==> src/logic/spb_pkg.sv <==
package spb_pkg;
	// ------------------------------------------------------------
	// Packet format
	// ------------------------------------------------------------
	localparam logic [7:0] burst_pulsed_output_opcode = 8'h0d;
	localparam logic [7:0] burst_pulsed_input_opcode = 8'h0e;
	localparam int SPB_PKT_LEN = 8;
	localparam logic [2:0] SPB_LAST_POS = 3'h7;
	localparam logic [2:0] SPB_OPC_POS = 3'h0;
	localparam logic [2:0] SPB_CNT_POS = 3'h1;
	localparam logic [2:0] SPB_DATA_POS = 3'h2;
	localparam logic [7:0] SPB_MIN_BYTES = 8'h01;
	localparam logic [7:0] SPB_MAX_BYTES = 8'h06;
	// Strobe selector: line in [3:0], bit 4 positive pulse; bit 8 of the SEL register picks port B
	localparam int SPB_SEL_POL_BIT = 4;
	localparam int SPB_SEL_W = 5;
	localparam int SPB_LINE_W = 4;
	localparam int SPB_LINES = 16;
	localparam int SPB_PORT_W = 8;
	// ------------------------------------------------------------
	// Register map
	// ------------------------------------------------------------
	localparam logic [7:0] SPB_ADDR_SEL = 8'h00;
	localparam logic [7:0] SPB_ADDR_LEN = 8'h04;
	localparam logic [7:0] SPB_ADDR_DEL = 8'h08;
	localparam logic [7:0] SPB_ADDR_STATUS = 8'h0c;
	localparam int SPB_PORT_BIT = 8;
	localparam logic [5:0] SPB_SEL_RESET = 6'h0f;
	localparam logic [7:0] SPB_LEN_RESET = 8'h00;
	localparam logic [7:0] SPB_DEL_RESET = 8'h00;
	// ------------------------------------------------------------
	// Timing
	// ------------------------------------------------------------
	localparam int SPB_CLK_NS = 10;
	localparam int SPB_STROBE_BASE_NS = 10000;
	localparam int SPB_STROBE_STEP_NS = 750;
	localparam int SPB_GAP_STEP_NS = 1000;
	localparam int SPB_SETUP_NS = 20;
	localparam int SPB_HOLD_NS = 10;
	// Least times round up
	localparam int SPB_STROBE_BASE_CYC = (SPB_STROBE_BASE_NS + SPB_CLK_NS - 1) / SPB_CLK_NS;
	localparam int SPB_STROBE_STEP_CYC = (SPB_STROBE_STEP_NS + SPB_CLK_NS - 1) / SPB_CLK_NS;
	localparam int SPB_GAP_STEP_CYC = (SPB_GAP_STEP_NS + SPB_CLK_NS - 1) / SPB_CLK_NS;
	localparam logic [15:0] SPB_SETUP_CYC = 16'((SPB_SETUP_NS + SPB_CLK_NS - 1) / SPB_CLK_NS);
	localparam logic [15:0] SPB_HOLD_CYC = 16'((SPB_HOLD_NS + SPB_CLK_NS - 1) / SPB_CLK_NS);
	// ------------------------------------------------------------
	// Sequencer states
	// ------------------------------------------------------------
	typedef enum logic [5:0] {
		ST_IDLE = 6'b00_0001,
		ST_SETUP = 6'b00_0010,
		ST_STROBE = 6'b00_0100,
		ST_HOLD = 6'b00_1000,
		ST_GAP = 6'b01_0000,
		ST_REPLY = 6'b10_0000
	} spb_state_type;
endpackage : spb_pkg

==> src/logic/spb_sync.sv <==
`timescale 1ns/1ps
module spb_sync
	import spb_pkg::*;
#(
	parameter int WIDTH = 16
) (
	input wire logic clk_sys_i,
	input wire logic rst_n_i,
	input wire logic [WIDTH-1:0] async_i,
	output logic [WIDTH-1:0] sync_o
);
	logic [WIDTH-1:0] stage1;
	logic [WIDTH-1:0] stage2;
	logic [WIDTH-1:0] stage3;

	// A bit only changes once the last two stages agree, so one metastable
	// sample can never produce a glitch downstream.
	genvar g;
	generate
		for (g = 0; g < WIDTH; g++) begin : g_bit
			always_ff @(posedge clk_sys_i or negedge rst_n_i) begin
				if (!rst_n_i) begin
					stage1[g] <= 1'b0;
					stage2[g] <= 1'b0;
					stage3[g] <= 1'b0;
					sync_o[g] <= 1'b0;
				end else begin
					stage1[g] <= async_i[g];
					stage2[g] <= stage1[g];
					stage3[g] <= stage2[g];
					if (stage2[g] == stage3[g]) begin
						sync_o[g] <= stage3[g];
					end
				end
			end
		end
	endgenerate
endmodule : spb_sync

==> src/logic/spb_fifo.sv <==
`timescale 1ns/1ps
module spb_fifo
	import spb_pkg::*;
#(
	parameter int WIDTH = 8,
	parameter int DEPTH = 2
) (
	input wire logic clk_sys_i,
	input wire logic rst_n_i,
	input wire logic in_valid_i,
	output logic in_ready_o,
	input wire logic [WIDTH-1:0] in_data_i,
	output logic out_valid_o,
	input wire logic out_ready_i,
	output logic [WIDTH-1:0] out_data_o
);
	localparam int PW = (DEPTH > 1) ? $clog2(DEPTH) : 1;
	localparam logic [PW-1:0] LAST = PW'(DEPTH - 1);

	logic [WIDTH-1:0] mem [0:DEPTH-1];
	logic [PW-1:0] wr_ptr;
	logic [PW-1:0] rd_ptr;
	logic [PW:0] count;
	wire push = in_valid_i && in_ready_o;
	wire pop = out_valid_o && out_ready_i;

	assign in_ready_o = (count != (PW+1)'(DEPTH));
	assign out_valid_o = (count != '0);
	assign out_data_o = mem[rd_ptr];

	always_ff @(posedge clk_sys_i) begin
		if (push) begin
			mem[wr_ptr] <= in_data_i;
		end
	end

	always_ff @(posedge clk_sys_i or negedge rst_n_i) begin
		if (!rst_n_i) begin
			wr_ptr <= '0;
			rd_ptr <= '0;
			count <= '0;
		end else begin
			if (push) begin
				wr_ptr <= (wr_ptr == LAST) ? '0 : wr_ptr + 1'b1;
			end
			if (pop) begin
				rd_ptr <= (rd_ptr == LAST) ? '0 : rd_ptr + 1'b1;
			end
			count <= count + (PW+1)'(push) - (PW+1)'(pop);
		end
	end
endmodule : spb_fifo

==> src/logic/spb_burst.sv <==
// Local design decisions: the address map and strobed register access.
`timescale 1ns/1ps
module spb_burst
	import spb_pkg::*;
#(
	parameter int STROBE_BASE_CYC = SPB_STROBE_BASE_CYC,
	parameter int STROBE_STEP_CYC = SPB_STROBE_STEP_CYC,
	parameter int GAP_STEP_CYC = SPB_GAP_STEP_CYC
) (
	input wire logic clk_sys_i,
	input wire logic rst_n_i,
	// Request packet, one byte per handshake
	input wire logic cmd_valid_i,
	output logic cmd_ready_o,
	input wire logic [7:0] cmd_data_i,
	// Reply packet, one byte per handshake
	output logic rsp_valid_o,
	input wire logic rsp_ready_i,
	output logic [7:0] rsp_data_o,
	// Register port
	input wire logic [7:0] reg_addr_i,
	input wire logic [31:0] reg_wdata_i,
	input wire logic reg_wr_i,
	input wire logic reg_rd_i,
	output logic [31:0] reg_rdata_o,
	// Pin levels and directions set by the rest of the device
	input wire logic [SPB_LINES-1:0] base_out_i,
	input wire logic [SPB_LINES-1:0] base_oe_n_i,
	// Port pins: A in [7:0], B in [15:8]
	input wire logic [SPB_LINES-1:0] pin_in_i,
	output logic [SPB_LINES-1:0] pin_out_o,
	output logic [SPB_LINES-1:0] pin_oe_n_o,
	output logic busy_o
);
	// ------------------------------------------------------------
	// Configuration registers
	// ------------------------------------------------------------
	logic [SPB_SEL_W-1:0] cfg_sel;
	logic cfg_port;
	logic [7:0] cfg_len;
	logic [7:0] cfg_del;

	wire hit_sel = (reg_addr_i == SPB_ADDR_SEL);
	wire hit_len = (reg_addr_i == SPB_ADDR_LEN);
	wire hit_del = (reg_addr_i == SPB_ADDR_DEL);
	wire hit_status = (reg_addr_i == SPB_ADDR_STATUS);

	spb_state_type state;
	spb_state_type next_state;
	logic [2:0] byte_idx;
	logic [2:0] last_idx;
	logic [2:0] pkt_idx;

	wire [31:0] sel_word = {23'h00_0000, cfg_port, 3'h0, cfg_sel};
	wire [31:0] status_word = {28'h000_0000, byte_idx, busy_o};
	wire [31:0] read_word = hit_sel ? sel_word :
		hit_len ? {24'h00_0000, cfg_len} :
		hit_del ? {24'h00_0000, cfg_del} :
		hit_status ? status_word : 32'h0000_0000;

	// Register writes set these; bursts reuse them.
	always_ff @(posedge clk_sys_i or negedge rst_n_i) begin
		if (!rst_n_i) begin
			cfg_sel <= SPB_SEL_RESET[SPB_SEL_W-1:0];
			cfg_port <= SPB_SEL_RESET[SPB_SEL_W];
			cfg_len <= SPB_LEN_RESET;
			cfg_del <= SPB_DEL_RESET;
			reg_rdata_o <= 32'h0000_0000;
		end else begin
			if (reg_wr_i && hit_sel) begin
				cfg_sel <= reg_wdata_i[SPB_SEL_W-1:0];
				cfg_port <= reg_wdata_i[SPB_PORT_BIT];
			end
			if (reg_wr_i && hit_len) begin
				cfg_len <= reg_wdata_i[7:0];
			end
			if (reg_wr_i && hit_del) begin
				cfg_del <= reg_wdata_i[7:0];
			end
			reg_rdata_o <= reg_rd_i ? read_word : 32'h0000_0000;
		end
	end

	// ------------------------------------------------------------
	// Request capture and decode
	// ------------------------------------------------------------
	logic [7:0] cmd_mem [0:SPB_PKT_LEN-1];
	logic [7:0] rsp_mem [0:SPB_PKT_LEN-1];
	logic act_write;
	logic act_port;
	logic [SPB_LINE_W-1:0] act_line;
	logic act_pos;
	logic [7:0] act_len;
	logic [7:0] act_del;
	logic [15:0] timer;
	logic [15:0] next_timer;

	wire cmd_take = cmd_valid_i && cmd_ready_o;
	wire pkt_done = cmd_take && (pkt_idx == SPB_LAST_POS);
	wire [7:0] opcode = cmd_mem[SPB_OPC_POS];
	wire [7:0] count = cmd_mem[SPB_CNT_POS];
	wire is_out = (opcode == burst_pulsed_output_opcode);
	wire is_in = (opcode == burst_pulsed_input_opcode);
	wire count_ok = (count >= SPB_MIN_BYTES) && (count <= SPB_MAX_BYTES);
	wire timer_zero = (timer == 16'h0000);
	wire strobe_on = (state == ST_STROBE);
	wire last_byte = (byte_idx == last_idx);
	wire [2:0] data_pos = SPB_DATA_POS + byte_idx;
	wire [15:0] width_cyc = 16'(STROBE_BASE_CYC + int'(act_len) * STROBE_STEP_CYC);
	wire [15:0] gap_cyc = 16'(int'(act_del) * GAP_STEP_CYC);

	// Reply buffer absorbs a stalled host without losing bytes
	logic buf_ready;
	wire rsp_push = (state == ST_REPLY);

	assign cmd_ready_o = (state == ST_IDLE);
	assign busy_o = (state != ST_IDLE);

	// ------------------------------------------------------------
	// Sequencer
	// ------------------------------------------------------------
	always_comb begin
		next_state = state;
		next_timer = timer;
		case (state)
			ST_IDLE: begin
				if (pkt_done && (is_out || is_in)) begin
					next_state = count_ok ? ST_SETUP : ST_REPLY;
					next_timer = SPB_SETUP_CYC;
				end
			end
			ST_SETUP: begin
				next_timer = timer - 16'h0001;
				if (timer_zero) begin
					next_state = ST_STROBE;
					next_timer = width_cyc;
				end
			end
			ST_STROBE: begin
				next_timer = timer - 16'h0001;
				if (timer_zero) begin
					next_state = ST_HOLD;
					next_timer = SPB_HOLD_CYC;
				end
			end
			ST_HOLD: begin
				next_timer = timer - 16'h0001;
				if (timer_zero) begin
					next_state = last_byte ? ST_REPLY : ST_GAP;
					next_timer = gap_cyc;
				end
			end
			ST_GAP: begin
				next_timer = timer - 16'h0001;
				if (timer_zero) begin
					next_state = ST_SETUP;
					next_timer = SPB_SETUP_CYC;
				end
			end
			ST_REPLY: begin
				if (buf_ready && (pkt_idx == SPB_LAST_POS)) begin
					next_state = ST_IDLE;
				end
			end
			default: begin
				next_state = ST_IDLE;
				next_timer = 16'h0000;
			end
		endcase
	end

	always_ff @(posedge clk_sys_i or negedge rst_n_i) begin
		if (!rst_n_i) begin
			state <= ST_IDLE;
			timer <= 16'h0000;
			pkt_idx <= 3'h0;
			byte_idx <= 3'h0;
		end else begin
			state <= next_state;
			timer <= next_timer;
			if (cmd_take || (rsp_push && buf_ready)) begin
				pkt_idx <= pkt_idx + 3'h1;
			end
			if (pkt_done) begin
				byte_idx <= 3'h0;
			end else if (state == ST_HOLD && timer_zero && !last_byte) begin
				byte_idx <= byte_idx + 3'h1;
			end
		end
	end

	// Settings are frozen per burst so a register write mid-burst cannot
	// move the strobe onto another line.
	always_ff @(posedge clk_sys_i or negedge rst_n_i) begin
		if (!rst_n_i) begin
			act_write <= 1'b0;
			act_port <= 1'b0;
			act_line <= '0;
			act_pos <= 1'b0;
			act_len <= 8'h00;
			act_del <= 8'h00;
			last_idx <= 3'h0;
		end else if (state == ST_IDLE && pkt_done) begin
			act_write <= is_out;
			act_port <= cfg_port;
			act_line <= cfg_sel[SPB_LINE_W-1:0];
			act_pos <= cfg_sel[SPB_SEL_POL_BIT];
			act_len <= cfg_len;
			act_del <= cfg_del;
			last_idx <= count[2:0] - 3'h1;
		end
	end

	// ------------------------------------------------------------
	// Packet storage
	// ------------------------------------------------------------
	logic [SPB_LINES-1:0] pin_sync;
	wire [7:0] port_sample = act_port ? pin_sync[15:8] : pin_sync[7:0];
	wire sample_now = strobe_on && timer_zero && !act_write;

	genvar g;
	generate
		for (g = 0; g < SPB_PKT_LEN; g++) begin : g_pkt
			always_ff @(posedge clk_sys_i or negedge rst_n_i) begin
				if (!rst_n_i) begin
					cmd_mem[g] <= 8'h00;
					rsp_mem[g] <= 8'h00;
				end else begin
					if (cmd_take && pkt_idx == 3'(g)) begin
						cmd_mem[g] <= cmd_data_i;
					end
					if (state == ST_IDLE && pkt_done) begin
						// Opcode echoed, all other reply bytes cleared
						rsp_mem[g] <= (g == 0) ? opcode : 8'h00;
					end else if (sample_now && data_pos == 3'(g)) begin
						rsp_mem[g] <= port_sample;
					end
				end
			end
		end
	endgenerate

	spb_sync #(
		.WIDTH(SPB_LINES)
	) u_sync (
		.clk_sys_i(clk_sys_i),
		.rst_n_i(rst_n_i),
		.async_i(pin_in_i),
		.sync_o(pin_sync)
	);

	spb_fifo #(
		.WIDTH(8),
		.DEPTH(2)
	) u_rsp_buf (
		.clk_sys_i(clk_sys_i),
		.rst_n_i(rst_n_i),
		.in_valid_i(rsp_push),
		.in_ready_o(buf_ready),
		.in_data_i(rsp_mem[pkt_idx]),
		.out_valid_o(rsp_valid_o),
		.out_ready_i(rsp_ready_i),
		.out_data_o(rsp_data_o)
	);

	// ------------------------------------------------------------
	// Pin drive
	// ------------------------------------------------------------
	// Data stays on the port from setup through hold. Read bursts never
	// touch directions; the strobe line's direction is left to software.
	wire drive_data = act_write && (state == ST_SETUP || state == ST_STROBE || state == ST_HOLD);
	wire [7:0] out_byte = cmd_mem[data_pos];
	wire [SPB_LINES-1:0] data_mask = act_port ? 16'hff00 : 16'h00ff;
	wire [SPB_LINES-1:0] data_bits = act_port ? {out_byte, 8'h00} : {8'h00, out_byte};
	wire [SPB_LINES-1:0] line_mask = 16'h0001 << act_line;
	wire [SPB_LINES-1:0] with_data = drive_data ?
		((base_out_i & ~data_mask) | data_bits) : base_out_i;
	wire [SPB_LINES-1:0] next_pin_out = strobe_on ?
		((with_data & ~line_mask) | (act_pos ? line_mask : 16'h0000)) : with_data;
	wire [SPB_LINES-1:0] next_pin_oe_n = drive_data ?
		(base_oe_n_i & ~data_mask) : base_oe_n_i;

	always_ff @(posedge clk_sys_i or negedge rst_n_i) begin
		if (!rst_n_i) begin
			pin_out_o <= 16'h0000;
			pin_oe_n_o <= 16'hffff;
		end else begin
			pin_out_o <= next_pin_out;
			pin_oe_n_o <= next_pin_oe_n;
		end
	end

	// ------------------------------------------------------------
	// Checks
	// ------------------------------------------------------------
	property p_wr_echo;
		@(posedge clk_sys_i) disable iff (!rst_n_i)
		rsp_push && buf_ready && pkt_idx == SPB_OPC_POS && act_write
			|-> rsp_mem[SPB_OPC_POS] == burst_pulsed_output_opcode;
	endproperty
	a_wr_echo: assert property (p_wr_echo) else $error("write reply opcode wrong");

	property p_rd_echo;
		@(posedge clk_sys_i) disable iff (!rst_n_i)
		rsp_push && buf_ready && pkt_idx == SPB_OPC_POS && !act_write
			|-> rsp_mem[SPB_OPC_POS] == burst_pulsed_input_opcode;
	endproperty
	a_rd_echo: assert property (p_rd_echo) else $error("read reply opcode wrong");

	property p_bad_count;
		@(posedge clk_sys_i) disable iff (!rst_n_i)
		state == ST_IDLE && pkt_done && (is_out || is_in) && !count_ok |=> state == ST_REPLY;
	endproperty
	a_bad_count: assert property (p_bad_count) else $error("bad count still strobed");

	property p_strobe_level;
		@(posedge clk_sys_i) disable iff (!rst_n_i)
		strobe_on |=> pin_out_o[act_line] == act_pos;
	endproperty
	a_strobe_level: assert property (p_strobe_level) else $error("strobe level wrong");

	property p_strobe_hold;
		@(posedge clk_sys_i) disable iff (!rst_n_i)
		strobe_on && !timer_zero |=> strobe_on && timer == $past(timer) - 16'h0001;
	endproperty
	a_strobe_hold: assert property (p_strobe_hold) else $error("strobe ended early");

	property p_data_stable;
		@(posedge clk_sys_i) disable iff (!rst_n_i)
		act_write && strobe_on |=> ##1 $stable(pin_out_o & data_mask & ~line_mask)
			&& (pin_oe_n_o & data_mask) == 16'h0000;
	endproperty
	a_data_stable: assert property (p_data_stable) else $error("data moved in strobe");

	property p_read_no_drive;
		@(posedge clk_sys_i) disable iff (!rst_n_i)
		busy_o && !act_write |=> pin_oe_n_o == $past(base_oe_n_i);
	endproperty
	a_read_no_drive: assert property (p_read_no_drive) else $error("read drove port");

	property p_byte_limit;
		@(posedge clk_sys_i) disable iff (!rst_n_i)
		busy_o |-> {5'h00, byte_idx} < SPB_MAX_BYTES;
	endproperty
	a_byte_limit: assert property (p_byte_limit) else $error("more than six bytes");

	property p_sample_slot;
		@(posedge clk_sys_i) disable iff (!rst_n_i)
		sample_now |=> rsp_mem[$past(data_pos)] == $past(port_sample);
	endproperty
	a_sample_slot: assert property (p_sample_slot) else $error("read byte misplaced");
endmodule : spb_burst

==> config.mk <==
export PLATFORM = sky130hd
export DESIGN_NAME = spb_burst
export DESIGN_NICKNAME = d
export VERILOG_FILES = /design/src/logic/spb_pkg.sv /design/src/logic/spb_sync.sv /design/src/logic/spb_fifo.sv /design/src/logic/spb_burst.sv
export SDC_FILE = /design/constraint.sdc
export NUM_CORES = 1
export LEC_CHECK = 0
export ABC_CLOCK_PERIOD_IN_PS = 9100
export BUFFER_PORTS_ARGS = -buffer_cell sky130_fd_sc_hd__buf_2
export CAP_MARGIN = 15
export CORE_MARGIN = 4
export CORE_UTILIZATION = 41
export CTS_BUF_LIST = sky130_fd_sc_hd__clkbuf_8
export CTS_CLUSTER_SIZE = 12
export DETAILED_ROUTE_END_ITERATION = 8
export GPL_TIMING_DRIVEN = 0
export HOLD_SLACK_MARGIN = 0.15
export PLACE_DENSITY = 0.66
export SYNTH_ARGS = -nofsm -noshare
export SYNTH_HDL_FRONTEND = slang
export SYNTH_SLANG_ARGS = --single-unit
==> constraint.sdc <==
create_clock -name clk_sys_i -period 9.1 [get_ports clk_sys_i]
set_clock_uncertainty 0.15 [all_clocks]
set_input_delay 2.275 -clock clk_sys_i [delete_from_list [all_inputs] [get_ports clk_sys_i]]
set_output_delay 2.275 -clock clk_sys_i [all_outputs]
set_load 0.02 [all_outputs]
* Word-level counts from Yosys, hierarchy flattened
Memory sizes are Yosys's and may differ from the RTL's.
Index checks and enable logic that the tools add are counted.
** Operators by class
- Shift-type cells :: 1
- Multiplexer cells :: 55
- Add/sub/neg operators :: 10
- Reduce and logical (&&, ||, !) cells :: 53
- $mul :: 2
- $lt $le $gt $ge :: 4
- Equality and inequality tests :: 50
- Bitwise logic cells :: 10
** Operators with widths (number)
- $mux W8 :: 23
- $mux W16 :: 11
- $pmux W16 S6 :: 1
- $and A16 B16 Y16 :: 3
- $bmux W8 S3 :: 2
- $mux W6 :: 8
- $pmux W6 S6 :: 1
- $eq A8 B4 Y1 const B :: 4
- $not A16 Y16 :: 2
- $or A16 B16 Y16 :: 2
- $logic_and A1 B1 Y1 :: 31
- $eq A3 B3 Y1 const B :: 8
- $reduce_bool A2 Y1 :: 10
- $mux W9 :: 2
- $add A10 B15 Y16 const A :: 1
- $eq A1 B1 Y1 :: 16
- $logic_not A16 Y1 :: 1
- $shl A1 B4 Y16 const A :: 1
- $sub A16 B1 Y16 const B :: 1
- $mul A8 B7 Y15 const B :: 1
- $mul A8 B5 Y13 const B :: 1
- $eq A3 B2 Y1 const B :: 4
- $ne A2 B2 Y1 const B :: 6
- $eq A8 B3 Y1 const B :: 1
- 30 further kinds :: 44
** Word-level totals
- Input port bits :: 102
- Memories :: 1
- Logic and storage cells :: 287
- Bits in writable memories :: 16
- Flip-flop bits (word level) :: 313
- Output and inout port bits :: 75
** Memory list
- u_rsp_buf.mem :: words 2, bits a word 8, rd ports 1, clocked after memory_dff 0, write ports 1, RTL line spb_fifo.sv:20 : logic [WIDTH-1:0] mem [0:DEPTH-1];

* Longest topological paths before layout
- Depth in word-level cells :: 11
- Mapped depth :: 14
- Mapped depth without buffers :: 14

* Cells and area by module
From an unflattened synthesis, not the netlist that was laid out.
** Unflattened totals
- Cells, all modules :: 1465
- Area total of the unflattened synthesis :: 16445.8 sq um
** Modules (own cells, without submodules)
- spb_burst :: seq. area each 6157.2 sq um, cells an instance 1338, instances 1, area an instance 13865.8 sq um
- spb_sync :: seq. area each 1601.5 sq um, cells an instance 80, instances 1, area an instance 1781.7 sq um
- spb_fifo :: seq. area each 580.6 sq um, cells an instance 47, instances 1, area an instance 798.3 sq um

* Worst setup path after synthesis
Ideal clock, no wire load.
- Path type :: reg2out
- From :: register state[2]
- To :: output busy_o
- Cell stages (with the launch flop) :: 5
- Path buffers :: 1
- Arrival time :: 1.813 ns
- Required time :: 6.675 ns
- Setup slack :: 4.862 ns
- Cells stage by stage :: dfrtp_1 -> clkbuf_2 -> or4_4 -> nor3b_2 -> inv_1
** Between the ends
- Word-level cells in the longest chain between the ends :: 1
** Ends and longest elaborated chain
- start, declared :: RTL line spb_burst.sv:48 : spb_state_type state;
- start signal, assigned :: RTL line spb_burst.sv:179 : state <= next_state;
- $ne A6 B1 Y1 :: RTL line spb_burst.sv:117 : assign busy_o = (state != ST_IDLE);
- end, declared :: RTL line spb_burst.sv:33 : output logic busy_o
Every way passes these cells.

* Worst setup path in the final report
Same ends and word-level chain as after synthesis.

==> results.json <==
{
  "status": "finished clean",
  "rr_worst_depth": 12,
  "wl_per_cell_um": 18.1,
  "start_util": 0.418,
  "power_density_nw_per_um2": 329,
  "setup_ws_ns": 3.90,
  "p_leak_nw": 9.35,
  "nFillCells": 3444,
  "grt_pass1_wl_um": 61600,
  "cts_inserted_buffers": 54,
  "ios": 177,
  "hold_start": "u_sync.stage1[12]$_DFF_PN0_",
  "period_share": 0.572,
  "fin_crit_ns": 5.20,
  "synth_seq_cells": 329,
  "arrival_ns": 2.78,
  "final_antenna_net_count": 0,
  "startpoint_type": "flop",
  "grt_max_degree": 106,
  "relSlewSlack": 0.355,
  "min_to": "u_sync.stage2[12]$_DFF_PN0_",
  "cts.path.max_buffers": 3,
  "drc": 0,
  "cap_viol_max_count": 0,
  "die_w_um": 207,
  "rsz0062_at_grt": "no",
  "antenna_found_initial": 2,
  "finalSetupViolations": 0,
  "finalHoldViolCount": 0,
  "cts_root_buf": "clkbuf_8",
  "grt_overflow": 0,
  "clock-sinks": 329,
  "worstSetupPathType": "reg2out",
  "cts_resized": 0,
  "ys.flop_type": "dfrtp_1",
  "worstHoldPathType": "reg2reg",
  "syn_inst": 1331,
  "reg2reg_from": "act_len[0]$_DFFE_PN0P_",
  "cp-startpoint": "state[2]$_DFFE_PN0P_",
  "dieArea_sq_um": 43000,
  "rr_endpoint": "timer[13]$_DFFE_PN0P_",
  "final_cell_mix": "292 x dfrtp_1, 138 x buf_2, 110 x mux2_2",
  "utilization": 0.483,
  "synth_area_per_cell_sq_um": 12.2,
  "drt_iter0_drc": 638,
  "ys_warn_count": 0,
  "crit_required_ns": 6.68,
  "clock_latency_ns": 0.62,
  "htreeDepth": 2,
  "min_path_cells": 0,
  "first_global_vias": 11514,
  "coreArea_sq_um": 39000,
  "place.gp.congestion": 0.855,
  "buffer_ports.inserted": 128,
  "layout_commonest_cell": "dfrtp_1",
  "place_worst_setup_slack_ns": 4.54,
  "vias": 10960,
  "cts_tree": "built",
  "finalMaxSlewViolations": 0,
  "path_clk_slew_ns": 0.07,
  "crit_path_max_fanout": 8,
  "die_y_um": 207,
  "drt-total-wl_um": 37900,
  "yosysUniqueCellTypes": 71,
  "worst_pin_slew_ns": 0.967,
  "max-vdd-ir-drop_uv": 226,
  "cts_setup_buffers": 0,
  "yosysSeqAreaShare": 0.511,
  "mappedNetlistArea_sq_um": 16300,
  "area_growth_pct": 15.6,
  "grt_usage": 0.176,
  "via_per_inst": 5.22,
  "hold_ws_ns": 0.190,
  "max_clock_freq_ghz": 0.192,
  "nNetsFinal": 1737,
  "dpl.hpwl_um": 27500,
  "synthArstFlopShare": 0.951,
  "drive_above_1_share": 0.282,
  "crit_path_end_kind": "output pin",
  "holdBufCountCts": 0,
  "drt_pre_antenna_iters": 5,
  "r2r_slack_ns": 5.01,
  "row_count": 72,
  "synth_edf_count": 16
}
cell usage after synthesis (all sizes together), types with 16 or more instances:
cell type,instances,share of area
edfxtp,16,0.029
maj3,16,0.0098
nor3,20,0.0061
mux2i,60,0.037
a221oi,17,0.0091
dfrtp,292,0.45
nor2,101,0.023
inv,59,0.014
mux2,110,0.076
fa,17,0.021
clkbuf,27,0.0063
a21oi,38,0.012
mux4,36,0.050
o21ai,43,0.013
nor2b,45,0.017
ha,78,0.060
dfstp,21,0.034
buf,44,0.019
nand2,119,0.030
cell type report:
class	instances	area [sq um]	area share
well taps	518	648	0.0344
repair buffers	131	733	0.0389
diodes	1	2.50	0.000133
inverters	61	229	0.0122
clock buffers	61	840	0.0446
multi-input cells	892	7400	0.393
plain buffers	71	420	0.0223
clock inverters	34	231	0.0123
flip-flops and latches	329	8340	0.443
routing by layer:
layer  routed length (um)  GRT usage  part of all wire
met5                   13          0           0.00034
met4                 1280     0.0657             0.034
met3                 1620     0.0363             0.043
met2                18700      0.294              0.49
met1                16300      0.226              0.43
per-stage QoR:
step	area [sq um]	setup TNS, ns	total power [mW]	std cells
after floorplan	16400	0	4.18	1353
after global placement	17700	-70.60	4.85	1999
after detailed placement	17800	0	4.94	2002
after CTS	18800	0	6.26	2097
after global routing	18800	0	6.69	2098
final	18800	0	6.20	2098
state kept, by name, indices dropped and copies added (netlist names), 4 cells and up:
name / count
act_line: 4
timer: 16
pin_oe_n_o: 16
count: 8
cfg_len: 8
u_sync.stage2: 16
act_del: 8
reg_rdata_o: 9
rsp_mem: 64
u_sync.stage3: 16
cfg_sel: 5
cmd_mem: 48
u_rsp_buf.mem: 16
u_sync.sync_o: 16
act_len: 8
u_sync.stage1: 16
state: 6
pin_out_o: 16
cfg_del: 8
opcode: 8
how the worst max path moves through the flow:
stage	to	slack, ns	cells past startpoint
3_5_place_dp	busy_o	4.54	5
2_1_floorplan	busy_o	4.86	4
6_report	busy_o	3.90	5
4_1_cts	busy_o	3.84	5
5_1_grt	busy_o	3.78	5
3_3_place_gp	u_sync.stage1[6]$_DFF_PN0_	-0.27	1
report_power, final:
part	switching (mW)	total, mW	internal [mW]
clock network	0.590	1.29	0.699
registers	0.280	2.17	1.89
logic	1.53	2.74	1.20
critical path: stages, from the launching register on:
cell      delay (ns)
dfrtp_1         0.36
clkbuf_2        0.17
or4_4           0.54
nor3b_2         0.54
inv_1           0.29
buf_2           0.25
cells by family (layout without fill, tap and decap cells):
logic type | count (synthesis) | in the layout | share of synthesized area
and+or+nand+nor | 360 | 360 | 0.113
DFF | 329 | 329 | 0.511
muxes | 206 | 206 | 0.163
AOI/OAI and AO/OA | 164 | 164 | 0.0673
buffers and inverters | 132 | 358 | 0.0398
adders and majority gates | 111 | 111 | 0.0906
xor gates and xnor gates | 28 | 28 | 0.0150
other | 1 | 24 | 0.000230
Note: power is estimated with default switching activity, not from simulation.
